File: config.mk
export PLATFORM = sky130hd
export DESIGN_NAME = rplg_top
export DESIGN_NICKNAME = d
export VERILOG_FILES = /design/src/include/rplg_pkg.sv /design/src/include/rplg_port_if.sv /design/src/hw/rplg_port_fsm.sv /design/src/hw/rplg_top.sv
export VERILOG_INCLUDE_DIRS = /design/src /design/src/include
export SDC_FILE = /design/constraint.sdc
export NUM_CORES = 1
export LEC_CHECK = 0
export BUFFER_PORTS_ARGS = -buffer_cell sky130_fd_sc_hd__buf_2
export CAP_MARGIN = 15
export CORE_UTILIZATION = 53
export DETAILED_ROUTE_END_ITERATION = 16
export PLACE_DENSITY_LB_ADDON = 0.08
export SYNTH_ARGS = -nofsm -noshare
export SYNTH_HDL_FRONTEND = slang
export SYNTH_SLANG_ARGS = --single-unit
File: constraint.sdc
create_clock -name clk -period 5.4 [get_ports clk]
set_input_delay 0.54 -clock clk [delete_from_list [all_inputs] [get_ports clk]]
set_output_delay 0.54 -clock clk [all_outputs]
set_load 0.03 [all_outputs]
File: src/include/rplg_params.svh
// Constants for the ring port loop guard: frame fields, addresses, timings.
// Assumes a 40 MHz node clock; included by rplg_port_fsm, rplg_top and the bench.
`ifndef RPLG_PARAMS_SVH
`define RPLG_PARAMS_SVH

// Clock rate in kHz, used to turn milliseconds into cycles
`define RPLG_CLK_KHZ        40000
// Default preforwarding time in milliseconds
`define RPLG_PREFWD_MS      300
// Default dead time in milliseconds
`define RPLG_DEAD_MS        300
// Default hello interval in milliseconds
`define RPLG_HELLO_MS       100
// Frame word layout: [31:24] ring id, [23] forwarding bit, [15:0] sequence
`define RPLG_F_ID_LSB       24
`define RPLG_F_FWD_BIT      23
`define RPLG_F_SEQ_LSB      0
// Reset value of the sequence counter
`define RPLG_SEQ_RST        16'h0000
// Highest legal ring identifier
`define RPLG_ID_MAX         8'hff
// Reserved protocol destination address; value is arbitrary
`define RPLG_PROTO_DA       48'h0000_0000_0001

`endif

File: src/include/rplg_pkg.sv
// Types shared by the ring port loop guard modules.
// Assumes rplg_params.svh is on the include path.
package rplg_pkg;
	// Per-interface ring state, one-hot
	typedef enum logic [2:0] {
		RPLG_PREFWD = 3'b001,
		RPLG_FWD    = 3'b010,
		RPLG_BLOCK  = 3'b100
	} rplg_state_t;
endpackage

File: src/include/rplg_port_if.sv
// Interface bundling one ring interface's controls between top and port.
// Assumes both ends share the node clock.
`timescale 1ns/10ps
interface rplg_port_if;
	import rplg_pkg::*;
	logic        enable;     // Ring function enabled
	logic        is_sec;     // Master secondary interface
	logic [7:0]  ring_id;    // Own ring identifier
	logic        rx_valid;   // Health frame received
	logic        rx_fwd;     // Received frame forwarding bit
	logic        rx_own;     // Frame came from own primary
	logic        link_up;    // Link present
	rplg_state_t state;      // Current state
	modport ctl  (output enable, is_sec, ring_id, rx_valid, rx_fwd, rx_own,
		link_up, input state);
	modport port (input enable, is_sec, ring_id, rx_valid, rx_fwd, rx_own,
		link_up, output state);
endinterface // rplg_port_if

File: src/hw/rplg_port_fsm.sv
// State machine for one ring interface: preforwarding, forwarding, block.
// Assumes frame strobes are already synchronised to clk.
`timescale 1ns/10ps
`include "rplg_params.svh"
module rplg_port_fsm
	import rplg_pkg::*;
#(
	parameter int PREFWD_CYC = 1000,
	parameter int DEAD_CYC   = 1000
) (
	input  wire logic clk,
	input  wire logic reset_n,
	rplg_port_if.port pif
);
	// Elaboration guard: a timer needs at least one cycle
	if (PREFWD_CYC < 1 || DEAD_CYC < 1) begin : g_bad_cyc
		$error("rplg_port_fsm: timer counts must be positive");
	end

	rplg_state_t state_reg;        // Current state
	logic [31:0] timer_reg;        // Preforwarding or dead timer
	logic        en_d_reg;         // Enable seen last cycle
	logic        link_d_reg;       // Link seen last cycle

	// Start or link repair put the interface back in preforwarding
	wire start = (pif.enable & ~en_d_reg) | (pif.link_up & ~link_d_reg);

	always_ff @(posedge clk or negedge reset_n) begin
		if (!reset_n) begin
			en_d_reg   <= 1'b0;
			link_d_reg <= 1'b0;
		end else begin
			en_d_reg   <= pif.enable;
			link_d_reg <= pif.link_up;
		end
	end

	// State and timer together; the timer means dead time in blocking
	always_ff @(posedge clk or negedge reset_n) begin
		if (!reset_n) begin
			state_reg <= RPLG_PREFWD;
			timer_reg <= 32'h0;
		end else if (!pif.enable || start) begin
			state_reg <= RPLG_PREFWD;
			timer_reg <= 32'(PREFWD_CYC);
		end else begin
			case (state_reg)
				RPLG_PREFWD: begin
					if (pif.is_sec && pif.rx_valid && pif.rx_own) begin
						// Own frame back: ring intact
						state_reg <= RPLG_BLOCK;
						timer_reg <= 32'(DEAD_CYC);
					end else if (!pif.is_sec && pif.rx_valid && pif.rx_fwd) begin
						state_reg <= RPLG_FWD;
					end else if (timer_reg <= 32'h1) begin
						state_reg <= RPLG_FWD;
					end else begin
						timer_reg <= timer_reg - 32'h1;
					end
				end
				RPLG_BLOCK: begin
					if (pif.rx_valid && pif.rx_own) begin
						timer_reg <= 32'(DEAD_CYC);
					end else if (timer_reg <= 32'h1) begin
						state_reg <= RPLG_PREFWD;
						timer_reg <= 32'(PREFWD_CYC);
					end else begin
						timer_reg <= timer_reg - 32'h1;
					end
				end
				RPLG_FWD: begin
					// Secondary returns to blocking when own frame returns
					if (pif.is_sec && pif.rx_valid && pif.rx_own) begin
						state_reg <= RPLG_BLOCK;
						timer_reg <= 32'(DEAD_CYC);
					end
				end
				default: state_reg <= RPLG_PREFWD;
			endcase
		end
	end

	assign pif.state = state_reg;
endmodule // rplg_port_fsm

File: src/hw/rplg_top.sv
// Ring loop guard for one node: two ring interfaces per ring, NR rings.
// Assumes frame receive strobes come from the node clock domain; the link
// status bits are pins and are synchronised here.
//
// Behaviour
// - Each ring handled independently, own frames only
// - Lower ring identifier means higher priority
// - Shared interface takes lowest sharing identifier; code takes lowest of own id and every enabled ring's id
// - Top-priority ring ports regular, others tunnel
// - Enable starts every interface in preforwarding
// - Master sends frames with own source address
// - Preforwarding passes health frames, drops data
// - Preforwarding timer expiry moves to forwarding
// - Only master secondary may block
// - Primary sends frame at once on enable
// - Returned frame blocks; forwarding bit frame follows
// - No return before timeout means forwarding
// - Each frame carries a sequence number
// - Regular ports relay, master secondary terminates
// - Tunnel port forwards frames of equal priority
// - Shared port forwards lower-priority frames across
// - Lower frames also flood the higher ring
// - Dead timer expiry returns block to preforwarding
// - Preforwarding secondary ignores other rings' frames
// - Repaired link interfaces restart in preforwarding
`timescale 1ns/10ps
`include "rplg_params.svh"
module rplg_top
	import rplg_pkg::*;
#(
	parameter int NR         = 2,      // Rings handled by this node
	parameter int PREFWD_MS  = `RPLG_PREFWD_MS,
	parameter int DEAD_MS    = `RPLG_DEAD_MS,
	parameter int HELLO_MS   = `RPLG_HELLO_MS,
	parameter int PREFWD_CYC = PREFWD_MS * `RPLG_CLK_KHZ,
	parameter int DEAD_CYC   = DEAD_MS * `RPLG_CLK_KHZ,
	parameter int HELLO_CYC  = HELLO_MS * `RPLG_CLK_KHZ
) (
	input  wire logic            clk,
	input  wire logic            reset_n,
	input  wire logic [NR-1:0]   ring_enable,
	input  wire logic [NR-1:0]   ring_master,
	input  wire logic [NR*8-1:0] ring_id,
	input  wire logic [NR-1:0]   pri_shared,
	input  wire logic [NR-1:0]   sec_shared,
	input  wire logic [47:0]     node_mac,
	input  wire logic [2*NR-1:0] link_up,
	input  wire logic [2*NR-1:0] rx_valid,
	input  wire logic [31:0]     rx_word,
	input  wire logic [2*NR-1:0] rx_data,
	output logic      [2*NR-1:0] port_state_fwd,
	output logic      [2*NR-1:0] port_state_blk,
	output logic      [2*NR-1:0] data_pass,
	output logic      [2*NR-1:0] frame_relay,
	output logic      [2*NR-1:0] port_tunnel,
	output logic      [2*NR*8-1:0] port_prio,
	output logic      [NR-1:0]   master_ok,
	output logic                 tx_valid,
	output logic      [NR-1:0]   tx_ring,
	output logic      [47:0]     tx_src_mac,
	output logic      [47:0]     tx_dst_mac,
	output logic      [31:0]     tx_word,
	output logic      [NR*16-1:0] rtt_cycles
);
	// Reserved protocol destination; value is arbitrary
	localparam logic [47:0] PROTO_DA = `RPLG_PROTO_DA;

	// Elaboration guard: ring count and hello count must be servable
	if (NR < 1 || NR > 8) begin : g_bad_nr
		$error("rplg_top: NR must be 1..8");
	end
	if (HELLO_CYC < 1) begin : g_bad_hello
		$error("rplg_top: hello count must be positive");
	end

	logic [2*NR-1:0] link_s1_reg;   // Pin synchroniser, first stage
	logic [2*NR-1:0] link_s2_reg;   // Pin synchroniser, second stage

	// Link status arrives from the PHY side; two flops before use
	always_ff @(posedge clk or negedge reset_n) begin
		if (!reset_n) begin
			link_s1_reg <= '0;
			link_s2_reg <= '0;
		end else begin
			link_s1_reg <= link_up;
			link_s2_reg <= link_s1_reg;
		end
	end

	// Decoded fields of the received frame word
	wire [7:0] rx_id  = rx_word[`RPLG_F_ID_LSB +: 8];
	wire       rx_fwd = rx_word[`RPLG_F_FWD_BIT];

	// Lowest identifier among the node's enabled rings
	logic [7:0] best_id;
	always_comb begin
		best_id = `RPLG_ID_MAX;
		for (int r = 0; r < NR; r++) begin
			if (ring_enable[r] && ring_id[r*8 +: 8] < best_id)
				best_id = ring_id[r*8 +: 8];
		end
	end

	// Shared interface priority: lowest of own id and every enabled ring's id
	// Values come in as arguments, so a continuous assign sees each change
	function automatic logic [7:0] share_prio(input logic [7:0] own_id,
		input logic [NR*8-1:0] ids, input logic [NR-1:0] en);
		logic [7:0] p;
		p = own_id;
		for (int q = 0; q < NR; q++) begin
			if (en[q] && ids[q*8 +: 8] < p)
				p = ids[q*8 +: 8];
		end
		return p;
	endfunction

	logic [NR*16-1:0] seq_reg;      // Sequence number per ring
	logic [NR*16-1:0] sent_reg;     // Sequence of last sent frame
	logic [NR*16-1:0] rtt_reg;      // Round-trip counter per ring
	logic [NR-1:0]    fwdbit_reg;   // Next frame carries forwarding bit
	logic [NR*32-1:0] hello_reg;    // Hello interval counter
	logic [NR-1:0]    en_d_reg;     // Enable seen last cycle
	logic [NR-1:0]    pend_reg;     // Frame waiting for transmit slot
	logic [31:0]      tx_word_reg;  // Transmitted frame word
	logic [NR-1:0]    tx_ring_reg;  // Ring of the transmitted frame
	logic             tx_valid_reg; // Transmit strobe
	rplg_state_t      st [2*NR];    // State of each interface

	genvar g;
	generate
		for (g = 0; g < 2*NR; g++) begin : g_port
			localparam int R = g / 2;
			localparam bit SEC = (g % 2) == 1;
			rplg_port_if pif ();
			// Own-origin frame: same ring id, last sent sequence and master on this ring
			wire own = ring_master[R] && rx_id == ring_id[R*8 +: 8]
				&& rx_word[`RPLG_F_SEQ_LSB +: 16] == sent_reg[R*16 +: 16];
			wire [7:0] my_prio = (SEC ? sec_shared[R] : pri_shared[R])
				? share_prio(ring_id[R*8 +: 8], ring_id, ring_enable)
				: ring_id[R*8 +: 8];
			// A shared port of top priority stays regular
			wire tunnel = my_prio != best_id;
			assign pif.enable   = ring_enable[R];
			assign pif.is_sec   = SEC && ring_master[R];
			assign pif.ring_id  = ring_id[R*8 +: 8];
			// Only own ring's frames reach this ring's machine
			assign pif.rx_valid = rx_valid[g]
				&& rx_id == ring_id[R*8 +: 8];
			assign pif.rx_fwd   = rx_fwd;
			assign pif.rx_own   = own;
			assign pif.link_up  = link_s2_reg[g];
			rplg_port_fsm #(
				.PREFWD_CYC (PREFWD_CYC),
				.DEAD_CYC   (DEAD_CYC)
			) u_fsm (
				.clk     (clk),
				.reset_n (reset_n),
				.pif     (pif)
			);
			assign st[g] = pif.state;
			assign port_prio[g*8 +: 8] = my_prio;
			assign port_tunnel[g] = tunnel;

			// Frame relay decision, registered
			always_ff @(posedge clk or negedge reset_n) begin
				if (!reset_n)
					frame_relay[g] <= 1'b0;
				else if (!rx_valid[g] || !ring_enable[R])
					frame_relay[g] <= 1'b0;
				else if (pif.is_sec && st[g] == RPLG_BLOCK
					&& rx_id >= my_prio)
					frame_relay[g] <= 1'b0;
				else if (pif.is_sec && rx_id == pif.ring_id)
					frame_relay[g] <= 1'b0;
				else if (tunnel)
					frame_relay[g] <= rx_id == my_prio;
				else
					// Regular: own ring or lower-priority frame floods on
					frame_relay[g] <= rx_id >= my_prio;
			end

			// Data forwarding only in forwarding state
			always_ff @(posedge clk or negedge reset_n) begin
				if (!reset_n) begin
					data_pass[g]      <= 1'b0;
					port_state_fwd[g] <= 1'b0;
					port_state_blk[g] <= 1'b0;
				end else begin
					data_pass[g] <= rx_data[g] && st[g] == RPLG_FWD
						&& ring_enable[R];
					port_state_fwd[g] <= st[g] == RPLG_FWD;
					port_state_blk[g] <= st[g] == RPLG_BLOCK;
				end
			end
		end
	endgenerate

	// Master eligibility: no shared links, or ring id is the lowest enabled id
	always_ff @(posedge clk or negedge reset_n) begin
		if (!reset_n)
			master_ok <= '0;
		else
			for (int r = 0; r < NR; r++)
				master_ok[r] <= !(pri_shared[r] || sec_shared[r])
					|| ring_id[r*8 +: 8] == best_id;
	end

	// Per-ring frame generation and round-trip timing
	always_ff @(posedge clk or negedge reset_n) begin
		if (!reset_n) begin
			seq_reg    <= '0;
			sent_reg   <= '0;
			rtt_reg    <= '0;
			rtt_cycles <= '0;
			fwdbit_reg <= '0;
			hello_reg  <= '0;
			en_d_reg   <= '0;
			pend_reg   <= '0;
		end else begin
			en_d_reg <= ring_enable;
			for (int r = 0; r < NR; r++) begin
				if (!ring_enable[r] || !ring_master[r]) begin
					pend_reg[r]        <= 1'b0;
					fwdbit_reg[r]      <= 1'b0;
					hello_reg[r*32 +: 32] <= 32'h0;
				end else begin
					rtt_reg[r*16 +: 16] <= rtt_reg[r*16 +: 16] + 16'h1;
					// Grant clears first, so a request raised now survives
					if (pend_reg[r] && tx_ring_reg == '0
						&& grant(r)) begin
						pend_reg[r] <= 1'b0;
						seq_reg[r*16 +: 16] <= seq_reg[r*16 +: 16] + 16'h1;
						sent_reg[r*16 +: 16] <= seq_reg[r*16 +: 16];
						rtt_reg[r*16 +: 16] <= 16'h0;
					end
					if (!en_d_reg[r]) begin
						pend_reg[r] <= 1'b1;
						hello_reg[r*32 +: 32] <= 32'(HELLO_CYC);
					end else if (rx_valid[2*r+1] && g_port_own(r)) begin
						// Own frame back: next frame says forward
						fwdbit_reg[r] <= 1'b1;
						pend_reg[r]   <= 1'b1;
						rtt_cycles[r*16 +: 16] <= rtt_reg[r*16 +: 16];
					end else if (hello_reg[r*32 +: 32] <= 32'h1) begin
						pend_reg[r] <= 1'b1;
						hello_reg[r*32 +: 32] <= 32'(HELLO_CYC);
						fwdbit_reg[r] <= st[2*r+1] == RPLG_BLOCK;
					end else begin
						hello_reg[r*32 +: 32] <= hello_reg[r*32 +: 32] - 32'h1;
					end
				end
			end
		end
	end

	// Own frame check for the secondary of ring r
	function automatic logic g_port_own(input int r);
		return rx_id == ring_id[r*8 +: 8]
			&& rx_word[`RPLG_F_SEQ_LSB +: 16] == sent_reg[r*16 +: 16];
	endfunction

	// Lowest pending ring wins the single transmit slot
	function automatic logic grant(input int r);
		logic ok;
		ok = 1'b1;
		for (int q = 0; q < NR; q++)
			if (q < r && pend_reg[q])
				ok = 1'b0;
		return ok;
	endfunction

	// Transmit register: one frame per cycle pair
	always_ff @(posedge clk or negedge reset_n) begin
		if (!reset_n) begin
			tx_valid_reg <= 1'b0;
			tx_ring_reg  <= '0;
			tx_word_reg  <= 32'h0;
		end else begin
			tx_valid_reg <= 1'b0;
			tx_ring_reg  <= '0;
			for (int r = NR-1; r >= 0; r--) begin
				if (pend_reg[r] && tx_ring_reg == '0 && grant(r)
					&& ring_enable[r] && ring_master[r]) begin
					tx_valid_reg <= 1'b1;
					tx_ring_reg  <= NR'(1) << r;
					tx_word_reg  <= {ring_id[r*8 +: 8], fwdbit_reg[r],
						7'h00, seq_reg[r*16 +: 16]};
				end
			end
		end
	end

	assign tx_valid   = tx_valid_reg;
	assign tx_ring    = tx_ring_reg;
	assign tx_word    = tx_word_reg;
	assign tx_src_mac = node_mac;
	assign tx_dst_mac = PROTO_DA;
endmodule // rplg_top

==> results of run 1 <==
## timing repair
item                                    in CTS  in global routing
gates resized for setup                      0                 15
hold buffers                                 1                  0
setup buffers                                0                  7
endpoints found under the setup margin       0                  2
endpoints found under the hold margin        6                  0
## critical path, cell delays in order
cell and delay [ns]:
buf_2 0.10, inv_1 0.06, ha_1 0.29, and3_1 0.18, a221o_1 0.40, nor3_4 0.31, buf_4 0.17, mux2i_1 0.22
ha_2 0.33, nand4_1 0.13, a21oi_2 0.07, a2111oi_4 0.32, buf_4 0.21, o21ai_2 0.08, and3_1 0.17, or4b_1 0.50
or4_4 0.51, buf_6 0.16
## layer usage
| layer | GRT usage, % | routed length [microns] | vias up |
|---|---|---|---|
| met1 | 37.17 | 26110 | 9049 |
| met5 | 0 | 0 | - |
| met4 | 11.26 | 2285 | 0 |
| met2 | 45.00 | 28240 | 595 |
| li1 | - | - | 8921 |
| met3 | 6.370 | 4284 | 157 |
## how the worst min path moves through the flow
stage	start	endpoint	slack, ns	depth (start not counted)
floorplan	reset_n	data_pass[0]	0.24	0
global route	link_up[3]	link_s1_reg[3]	0.06	1
detailed placement	link_s1_reg[3]	link_s2_reg[3]	0.34	0
CTS	link_up[3]	link_s1_reg[3]	0.04	1
global placement	link_s1_reg[1]	link_s2_reg[1]	0.34	0
finish	link_up[3]	link_s1_reg[3]	0.08	1
## stage by stage
| step | util (%) | cell area [sq um] | setup slack [ns] | setup TNS, ns |
|---|---|---|---|---|
| finish | 60.35 | 25320 | 0.1163 | 0 |
| global route | 60.34 | 25310 | -0.04212 | -0.06852 |
| CTS | 60.06 | 25190 | 0.03181 | 0 |
| detailed placement | 56.39 | 23650 | 0.03669 | 0 |
| global placement | 56.39 | 23650 | 0.08944 | 0 |
| floorplan | - | 22740 | -0.08472 | -0.08472 |
## layout by cell type, fill, tap and decap left out, types with 14 or more instances in the layout
cell,count
xor2_1,89
a21oi_1,92
xnor2_1,121
o22a_1,14
o21ai_0,139
nand2_1,291
nor2_1,273
nand3_1,80
inv_1,90
mux2i_1,21
ha_1,65
nand2b_1,37
dfrtp_1,388
buf_4,66
and3_1,27
a31oi_1,26
nand4_1,38
nor2b_1,24
o31ai_1,30
conb_1,57
nor3_1,93
mux2_2,37
buf_2,172
or3_1,41
or4_1,25
a21o_1,17
nor4_1,51
clkbuf_16,45
## kinds of logic (layout without fill, tap and decap cells)
family                     after synthesis  count (layout)  share of synthesized area (%)
xor gates and xnor gates               210             210                          8.169
AOI/OAI and AO/OA                      441             441                          12.48
buffers and inverters                  292             416                          6.763
adders and majority gates               66              66                          3.668
other                                    2              60                        0.03336
muxes                                   64              64                          3.106
and+or+nand+nor                       1038            1038                          22.19
DFF                                    392             392                          43.59
## Yosys cell counts, types with 38 or more instances
| master | count |
|---|---|
| dfrtp_1 | 388 |
| nand2_1 | 291 |
| nor2_1 | 273 |
| o21ai_0 | 142 |
| xnor2_1 | 121 |
| buf_4 | 109 |
| a21oi_1 | 94 |
| nor3_1 | 94 |
| inv_1 | 90 |
| xor2_1 | 89 |
| nand3_1 | 81 |
| clkbuf_1 | 73 |
| ha_1 | 66 |
| nor4_1 | 51 |
| or3_1 | 41 |
| nand4_1 | 38 |
## area by class of cell
class | count | area share (%)
multi-input cells | 1876 | 45.29
well taps | 539 | 2.664
flip-flops and latches | 392 | 38.77
clock inverters | 22 | 1.211
repair buffers | 246 | 5.862
inverters | 91 | 1.349
clock buffers | 57 | 4.824
diodes | 3 | 0.02965
## power breakdown
part           switching, W  internal (W)  leakage, nW
clock network       0.00124       0.00194        0.755
registers          0.000202       0.00312         5.13
logic              0.000973      0.000511         5.92
==> impl_metrics.csv, run 1 <==
group,metric,value,unit
timing,slew_headroom,29.72,%
critical_path,crit_arrival,4.74,ns
global_routing,grt_pass1_vias,18231,
power,total_power,0.007981,W
yosys,yosysTopAreaCell,"dfrtp_1",
layout,fill_cells,3654,
yosys,seq_area_frac_synth,43.59,%
global_routing,grt_util_all_layers,28.17,%
critical_path,critical_path_class,"in2out",
cts,clockBufferDepth,3,
timing,finalCriticalPeriod,5.284,ns
status,failed_checks,"DRC",
global_routing,gr-total-overflow,0,
drt,vias,18722,
die,die_x,208.1,microns
critical_path,crit_fanout,5,
placed_design,hpwl,43260,microns
drt,drt-pass1-iter-count,11,
die,dieArea,0.04331,sq mm
critical_path,reg2reg_from,"hello_reg[32]",
critical_path,end_kind,"output port",
timing,period_share,97.85,%
critical_path,reg2reg_slack,1.42,ns
placed_design,finalWeightedCongestion,1.019,
yosys,yosysUniqueCellTypes,85,
yosys,netlist_instances,2505,
drt,viasPerCell,5.803,
cts,htree_levels,2,
layout,multi_input_area,0.01147,sq mm
cts,cts_sinks,392,
drt,drcViolationCount,4,
critical_path,start_kind,"input port",
cts,cts_tree,"yes",
power,powerDensity,315.3,mW/mm^2
die,die_y,208.1,microns
power,leakagePower,11.80,nW
cts,clkTransAtPathRegs,0.06,ns
timing,fmax,189.3,MHz
timing,skew,0.02128,ns
layout,drive_above_1_share,14.72,%
die,pin_count,335,
yosys,yosys.area.top_type_share,43.12,%
yosys,synth_area_leaders,"dfrtp_1 43%, nand2_1 4.9%, xnor2_1 4.7%",
yosys,async_reset_ff_share,100.0,%
cts,cts_buffers,44,
timing,slew_violations,0,
yosys,synth_ff_type,"dfrtp_1",
cts,cts.root.buffer_cell,"clkbuf_16",
timing,hold_ws,0.07739,ns
global_routing,grt_antenna_before_repair,3,
critical_path,r2r-end,"hello_reg[58]",
layout,layout.cells.non_filler,3226,
worst_hold_path,hold_path.class,"in2reg",
die,initial_core_util,53.68,%
global_routing,grt_max_degree,102,
power,ir_worst_vdd,255.3,uV
global_routing,grt_pass1_wl,98170,microns
critical_path,rr_worst_depth,9,
yosys,synth_seq_cells,392,
yosys,yosysWarnings,0,
layout,seqCellArea,0.009814,sq mm
drt,drtAntennaViolNets,0,
flow_run,drv_cap,0,
status,status,"finished, violations left",
die,core,0.04195,sq mm
layout,largest_reg_flops,128,
layout,finalNetCount,2835,
cts,clk-insertion-delay-late,0.58,ns
placed_design,dpl.cell_count,3135,
drt,drtIter0Drc,1457,
yosys,syn_avg_cell_area,8.988,sq um
layout,syn_to_final_growth,12.44,%
die,std_cell_rows,75,
placed_design,io_buffers,174,
critical_path,required,4.86,ns
yosys,synth-edff-count,0,
timing,hold_violations,0,
drt,wl,60920,microns
critical_path,cp-startpoint,"ring_id[15]",
critical_path,cp-endpoint,"port_tunnel[3]",
yosys,synth_area,0.02252,sq mm
timing,worst_pin_slew,1.052,ns
drt,wl_per_cell,18.89,microns
timing,setup_viol,0,
No activity file was read; power rests on OpenSTA's default activity.
==> run 2, diff against run 1 <==
Settings changed: CORE_UTILIZATION 53 to 43.
==> run 2 against run 1 <==
- the run now ends clean
- clock power is essentially flat
- wire length rose by 1.9%
- register-to-register slack improved by 0.03 ns
- combinational power hardly changed
- cell count increased by 4.4%
- final area grew 0.66%
- non-clock buffer count rose by 1
- highest routed layer is now met5
==> impl_metrics.csv, run 2 (same netlist as run 1, synthesis figures left out) <==
group,metric,value,unit
drt,wl,62110,microns
drt,viasPerCell,5.527,
placed_design,hpwl,44370,microns
drt,wl_per_cell,18.43,microns
die,die_x,230.8,microns
status,status,"finished, final reports clean",
critical_path,critical_path_class,"in2out",
worst_hold_path,hold_path_end,"link_s1_reg[1]",
layout,fill_cells,4963,
layout,finalNetCount,2837,
layout,multi_input_area,0.01146,sq mm
global_routing,grt_antenna_before_repair,3,
critical_path,crit_fanout,6,
global_routing,grt_pass1_vias,17837,
cts,clkTransAtPathRegs,0.06,ns
layout,syn_to_final_growth,13.18,%
critical_path,required,4.86,ns
drt,drtAntennaViolNets,0,
die,die_y,230.8,microns
global_routing,gr-total-overflow,0,
global_routing,grt_pass1_wl,98130,microns
timing,finalCriticalPeriod,5.286,ns
drt,drcViolationCount,0,
drt,drtIter0Drc,1122,
cts,cts_buffers,45,
layout,largest_reg_flops,128,
layout,fin_util,49.47,%
worst_hold_path,holdPathStages,1,
power,powerDensity,313.2,mW/mm^2
timing,fmax,189.2,MHz
drt,vias,18619,
timing,slew_violations,0,
critical_path,reg2reg_from,"hello_reg[32]",
layout,layout.cells.non_filler,3369,
worst_hold_path,hold_path.class,"in2reg",
layout,fin_area,0.02548,sq mm
timing,skew,0.01786,ns
placed_design,place_ws,-0.006109,ns
critical_path,end_kind,"output port",
worst_hold_path,hold_start,"link_up[1]",
timing,fin_ws,0.1145,ns
timing,period_share,97.88,%
layout,seqCellArea,0.009814,sq mm
cts,clk-insertion-delay-late,0.57,ns
critical_path,start_kind,"input port",
die,std_cell_rows,83,
die,pin_count,335,
power,ir_worst_vdd,286.9,uV
die,dieArea,0.05328,sq mm
global_routing,grt_max_degree,133,
cts,htree_levels,2,
die,core,0.05151,sq mm
cts,clockBufferDepth,3,
power,leakagePower,11.82,nW
timing,hold_violations,0,
placed_design,place_area,0.02384,sq mm
placed_design,io_buffers,174,
critical_path,reg2reg_slack,1.45,ns
timing,slew_headroom,29.16,%
timing,worst_pin_slew,1.059,ns
layout,final_common_cell,"dfrtp_1",
critical_path,rr_worst_depth,9,
flow_run,drv_cap,0,
cts,cts_sinks,392,
layout,layout_common_cells,"388 x dfrtp_1, 291 x nand2_1, 273 x nor2_1",
placed_design,dpl.cell_count,3280,
placed_design,finalWeightedCongestion,0.9555,
die,initial_core_util,43.71,%
layout,drive_above_1_share,14.84,%
global_routing,grt_util_all_layers,23.10,%
drt,drt-pass1-iter-count,5,
power,total_power,0.007981,W
critical_path,crit_arrival,4.75,ns
critical_path,r2r-end,"hello_reg[58]",
cts,cts.root.buffer_cell,"clkbuf_16",
cts,cts_tree,"yes",
timing,setup_viol,0,
run 2: changes by cell type in the layout (fill, tap and decap cells not counted), moves of 2 or more:
| cell | previous run | this run |
|---|---|---|
| diode_2 | 3 | 1 |
| buf_12 | 4 | 2 |
| buf_4 | 66 | 70 |
| inv_6 | 4 | 1 |
| clkbuf_8 | 5 | 10 |
| clkinv_2 | 9 | 12 |
| bufinv_16 | 7 | 5 |
run 2: cell type report:
class / instances / area share, %
Multi-Input combinational cell: 1876 / 44.96
Clock buffer: 62 / 5.146
Sequential cell: 392 / 38.51
Inverter: 91 / 1.340
Timing Repair Buffer: 247 / 5.740
Tap cell: 680 / 3.339
Clock inverter: 20 / 0.9525
Antenna cell: 1 / 0.009820
run 2: where the power goes:
group | total [W] | switching [W] | internal, W
Clock | 0.00319 | 0.00125 | 0.00194
Combinational | 0.00147 | 0.000965 | 0.000506
Sequential | 0.00332 | 0.000200 | 0.00312
run 2: timing repair:
action,4_1_cts,5_1_grt
cloned,0,0
buffers inserted,0,5
endpoints found under the hold margin,40,0
pin swaps,0,4
setup endpoints to repair,1,2
hold buffers,1,0
gates resized for setup,1,10
run 2: layer usage:
metal	wire length, microns	global-route usage, %
met5	21	0
met4	2290	8.816
met1	28640	32.31
met3	3107	3.557
met2	28040	35.90
run 2: stage by stage:
step	setup TNS, ns	hold WS, ns
finish	0	0.07434
global route	-0.003096	0.04743
CTS	0	0.03323
detailed placement	-0.006109	0.3347
global placement	0	0.3380
floorplan	-0.08472	0.2444
run 2: worst max path at each step:
stage	end	slack, ns	startpoint	depth (start not counted)
2_1_floorplan	frame_relay[2]	-0.08	ring_id[13]	24
3_3_place_gp	port_tunnel[3]	0.04	ring_id[15]	16
3_5_place_dp	port_tunnel[2]	-0.006	ring_id[15]	18
4_1_cts	port_tunnel[3]	0.008	ring_id[15]	16
5_1_grt	port_tunnel[3]	-0.003	ring_id[15]	17
6_report	port_tunnel[3]	0.11	ring_id[15]	17
run 2: critical path, stage by stage:
cell       delay (ns)
buf_2            0.10
inv_1            0.08
ha_1             0.24
and3_1           0.18
a221o_1          0.40
nor3_4           0.34
mux2i_1          0.25
ha_1             0.27
a31oi_2          0.20
a21oi_2          0.10
a2111oi_4        0.31
buf_4            0.21
o21ai_2          0.08
and3_1           0.17
or4b_1           0.52
or4_4            0.56
buf_4            0.19
==> run 3, diff against run 2 <==
Settings changed: CELL_PAD_IN_SITES_DETAIL_PLACEMENT from default to 1, CELL_PAD_IN_SITES_GLOBAL_PLACEMENT from default to 2, CORE_UTILIZATION 43 to 35.
Clock period 5.4 ns to 5.3 ns, I/O delays scaled along.
==> run 3 against run 2 <==
- die area is 23% higher
- register-to-register slack better by 0.03 ns
- clock skew is 0.0059 ns higher
- first-iteration DRC count is 16% lower
- wire length is 16% higher
- power is 3.1% higher
- flip-flop and latch count stayed put
- cell count is 5.0% higher
- the flow now finishes with violations (hold timing)
- final area is 0.98% higher
==> impl_metrics.csv, run 3 (same netlist as run 1, synthesis figures left out) <==
group,metric,value,unit
critical_path,rr_worst_depth,9,
critical_path,end_kind,"output port",
global_routing,gr-total-overflow,0,
critical_path,r2r-end,"g_port[0].u_fsm.timer_reg[15]",
placed_design,io_buffers,174,
timing,finalCriticalPeriod,5.171,ns
global_routing,grt_pass1_wl,115800,microns
critical_path,required,4.77,ns
placed_design,finalWeightedCongestion,0.9056,
status,status,"finished, violations left",
timing,period_share,97.57,%
layout,layout.cells.non_filler,3539,
global_routing,grt_antenna_before_repair,2,
layout,drive_above_1_share,14.67,%
drt,drt-pass1-iter-count,6,
timing,slew_violations,0,
flow_run,drv_cap,0,
critical_path,critical_path_class,"in2out",
drt,drcViolationCount,0,
die,dieArea,0.06535,sq mm
die,initial_core_util,35.56,%
placed_design,hpwl,52200,microns
power,leakagePower,11.81,nW
die,die_x,255.6,microns
global_routing,grt_max_degree,126,
timing,rsz0062_at_grt,"yes",
critical_path,crit_arrival,4.64,ns
timing,skew,0.02380,ns
layout,fin_util,40.64,%
cts,cts_tree,"yes",
cts,cts_sinks,392,
timing,slew_headroom,29.15,%
layout,finalNetCount,2839,
drt,wl_per_cell,20.43,microns
die,std_cell_rows,92,
cts,clkTransAtPathRegs,0.06,ns
drt,vias,18977,
layout,syn_to_final_growth,14.29,%
placed_design,dpl.cell_count,3446,
die,core,0.06331,sq mm
status,failed_checks,"hold timing",
layout,final_common_cell,"dfrtp_1",
drt,wl,72310,microns
critical_path,start_kind,"input port",
critical_path,cp-startpoint,"ring_id[15]",
drt,drtAntennaViolNets,0,
timing,fin_ws,0.1289,ns
critical_path,reg2reg_from,"g_port[0].u_fsm.timer_reg[14]",
critical_path,reg2reg_slack,1.48,ns
worst_hold_path,hold_path.class,"in2async",
power,ir_worst_vdd,258.4,uV
critical_path,crit_fanout,6,
global_routing,grt_pass1_vias,19948,
layout,antennaDiodeCount,0,
cts,cts_buffers,48,
timing,hold_violations,1,
drt,drtIter0Drc,944,
timing,worst_pin_slew,1.061,ns
timing,fmax,193.4,MHz
critical_path,cp-endpoint,"port_tunnel[3]",
die,die_y,255.6,microns
timing,setup_viol,0,
global_routing,grt_util_all_layers,22.07,%
die,pin_count,335,
layout,layout_common_cells,"388 x dfrtp_1, 291 x nand2_1, 273 x nor2_1",
timing,hold_ws,-0.004166,ns
cts,clockBufferDepth,3,
layout,largest_reg_flops,128,
cts,htree_levels,2,
power,powerDensity,319.8,mW/mm^2
cts,clk-insertion-delay-late,0.60,ns
placed_design,place_ws,-0.3168,ns
drt,viasPerCell,5.362,
cts,cts.root.buffer_cell,"clkbuf_16",
run 3: changes by cell type in the layout (fill, tap and decap cells not counted), moves of 3 or more:
| cell | previous run | this run |
|---|---|---|
| nand3_2 | 1 | 4 |
| clkbuf_1 | 6 | 17 |
| bufinv_16 | 5 | 2 |
| clkinv_2 | 12 | 5 |
| nand3_1 | 80 | 77 |
run 3: stage by stage:
stage | setup TNS [ns] | area (sq um) | total power (W)
2_1_floorplan | 0 | 22760 | 0.004509
3_3_place_gp | -0.2212 | 24060 | 0.004929
3_5_place_dp | -0.4246 | 24060 | 0.004973
5_1_grt | -0.04854 | 25730 | 0.008655
4_1_cts | 0 | 25670 | 0.008353
6_report | 0 | 25730 | 0.008229
run 3: final cells by class:
cell class | count | area, sq um
Inverter | 91 | 341.6
Multi-Input combinational cell | 1876 | 11490
Clock buffer | 77 | 1430
Fill cell | 7414 | 37580
Sequential cell | 392 | 9814
Clock inverter | 11 | 138.9
Tap cell | 846 | 1059
Timing Repair Buffer | 246 | 1455
run 3: critical path, stage by stage:
cell and delay, ns:
buf_2 0.11, inv_1 0.09, ha_1 0.24, and3_1 0.18
a221o_1 0.39, nor3_4 0.17, buf_12 0.15, mux2i_1 0.19
ha_1 0.27, a31oi_1 0.17, a21oi_2 0.10, a2111o_1 0.44
buf_4 0.18, nand3_2 0.09, a21oi_1 0.07, or4b_1 0.53
or4_4 0.56, buf_6 0.16
run 3: worst min path at each step:
stage                               from                      endpoint
after floorplan                  reset_n                  data_pass[0]
final                            reset_n  g_port[3].u_fsm.timer_reg[1]
after global placement    link_s1_reg[1]                link_s2_reg[1]
after global routing          link_up[2]                link_s1_reg[2]
after detailed placement  link_s1_reg[2]                link_s2_reg[2]
after CTS                     link_up[3]                link_s1_reg[3]
run 3: what timing repair did:
item / CTS / global route
gates resized for setup: 4 / 11
buffers inserted: 1 / 3
cloned: 0 / 0
endpoints found under the setup margin: 1 / 2
endpoints found under the hold margin: 1 / 0
pin swaps: 1 / 8
hold buffers: 1 / 0
run 3: layer usage:
metal  track usage [%]  routed length [microns]  vias up
met3             3.535                     3125       97
met1             30.70                    33850     9619
met2             35.74                    33780      356
met5                 0                       13        -
met4             5.406                     1547        2
li1                  -                        -     8903
run 3: power breakdown:
| group | internal, W | total (W) | switching [W] | leakage [nW] |
|---|---|---|---|---|
| sequential | 0.00318 | 0.00339 | 0.000202 | 5.13 |
| clock | 0.00195 | 0.00330 | 0.00135 | 0.771 |
| combinational | 0.000518 | 0.00155 | 0.00103 | 5.91 |
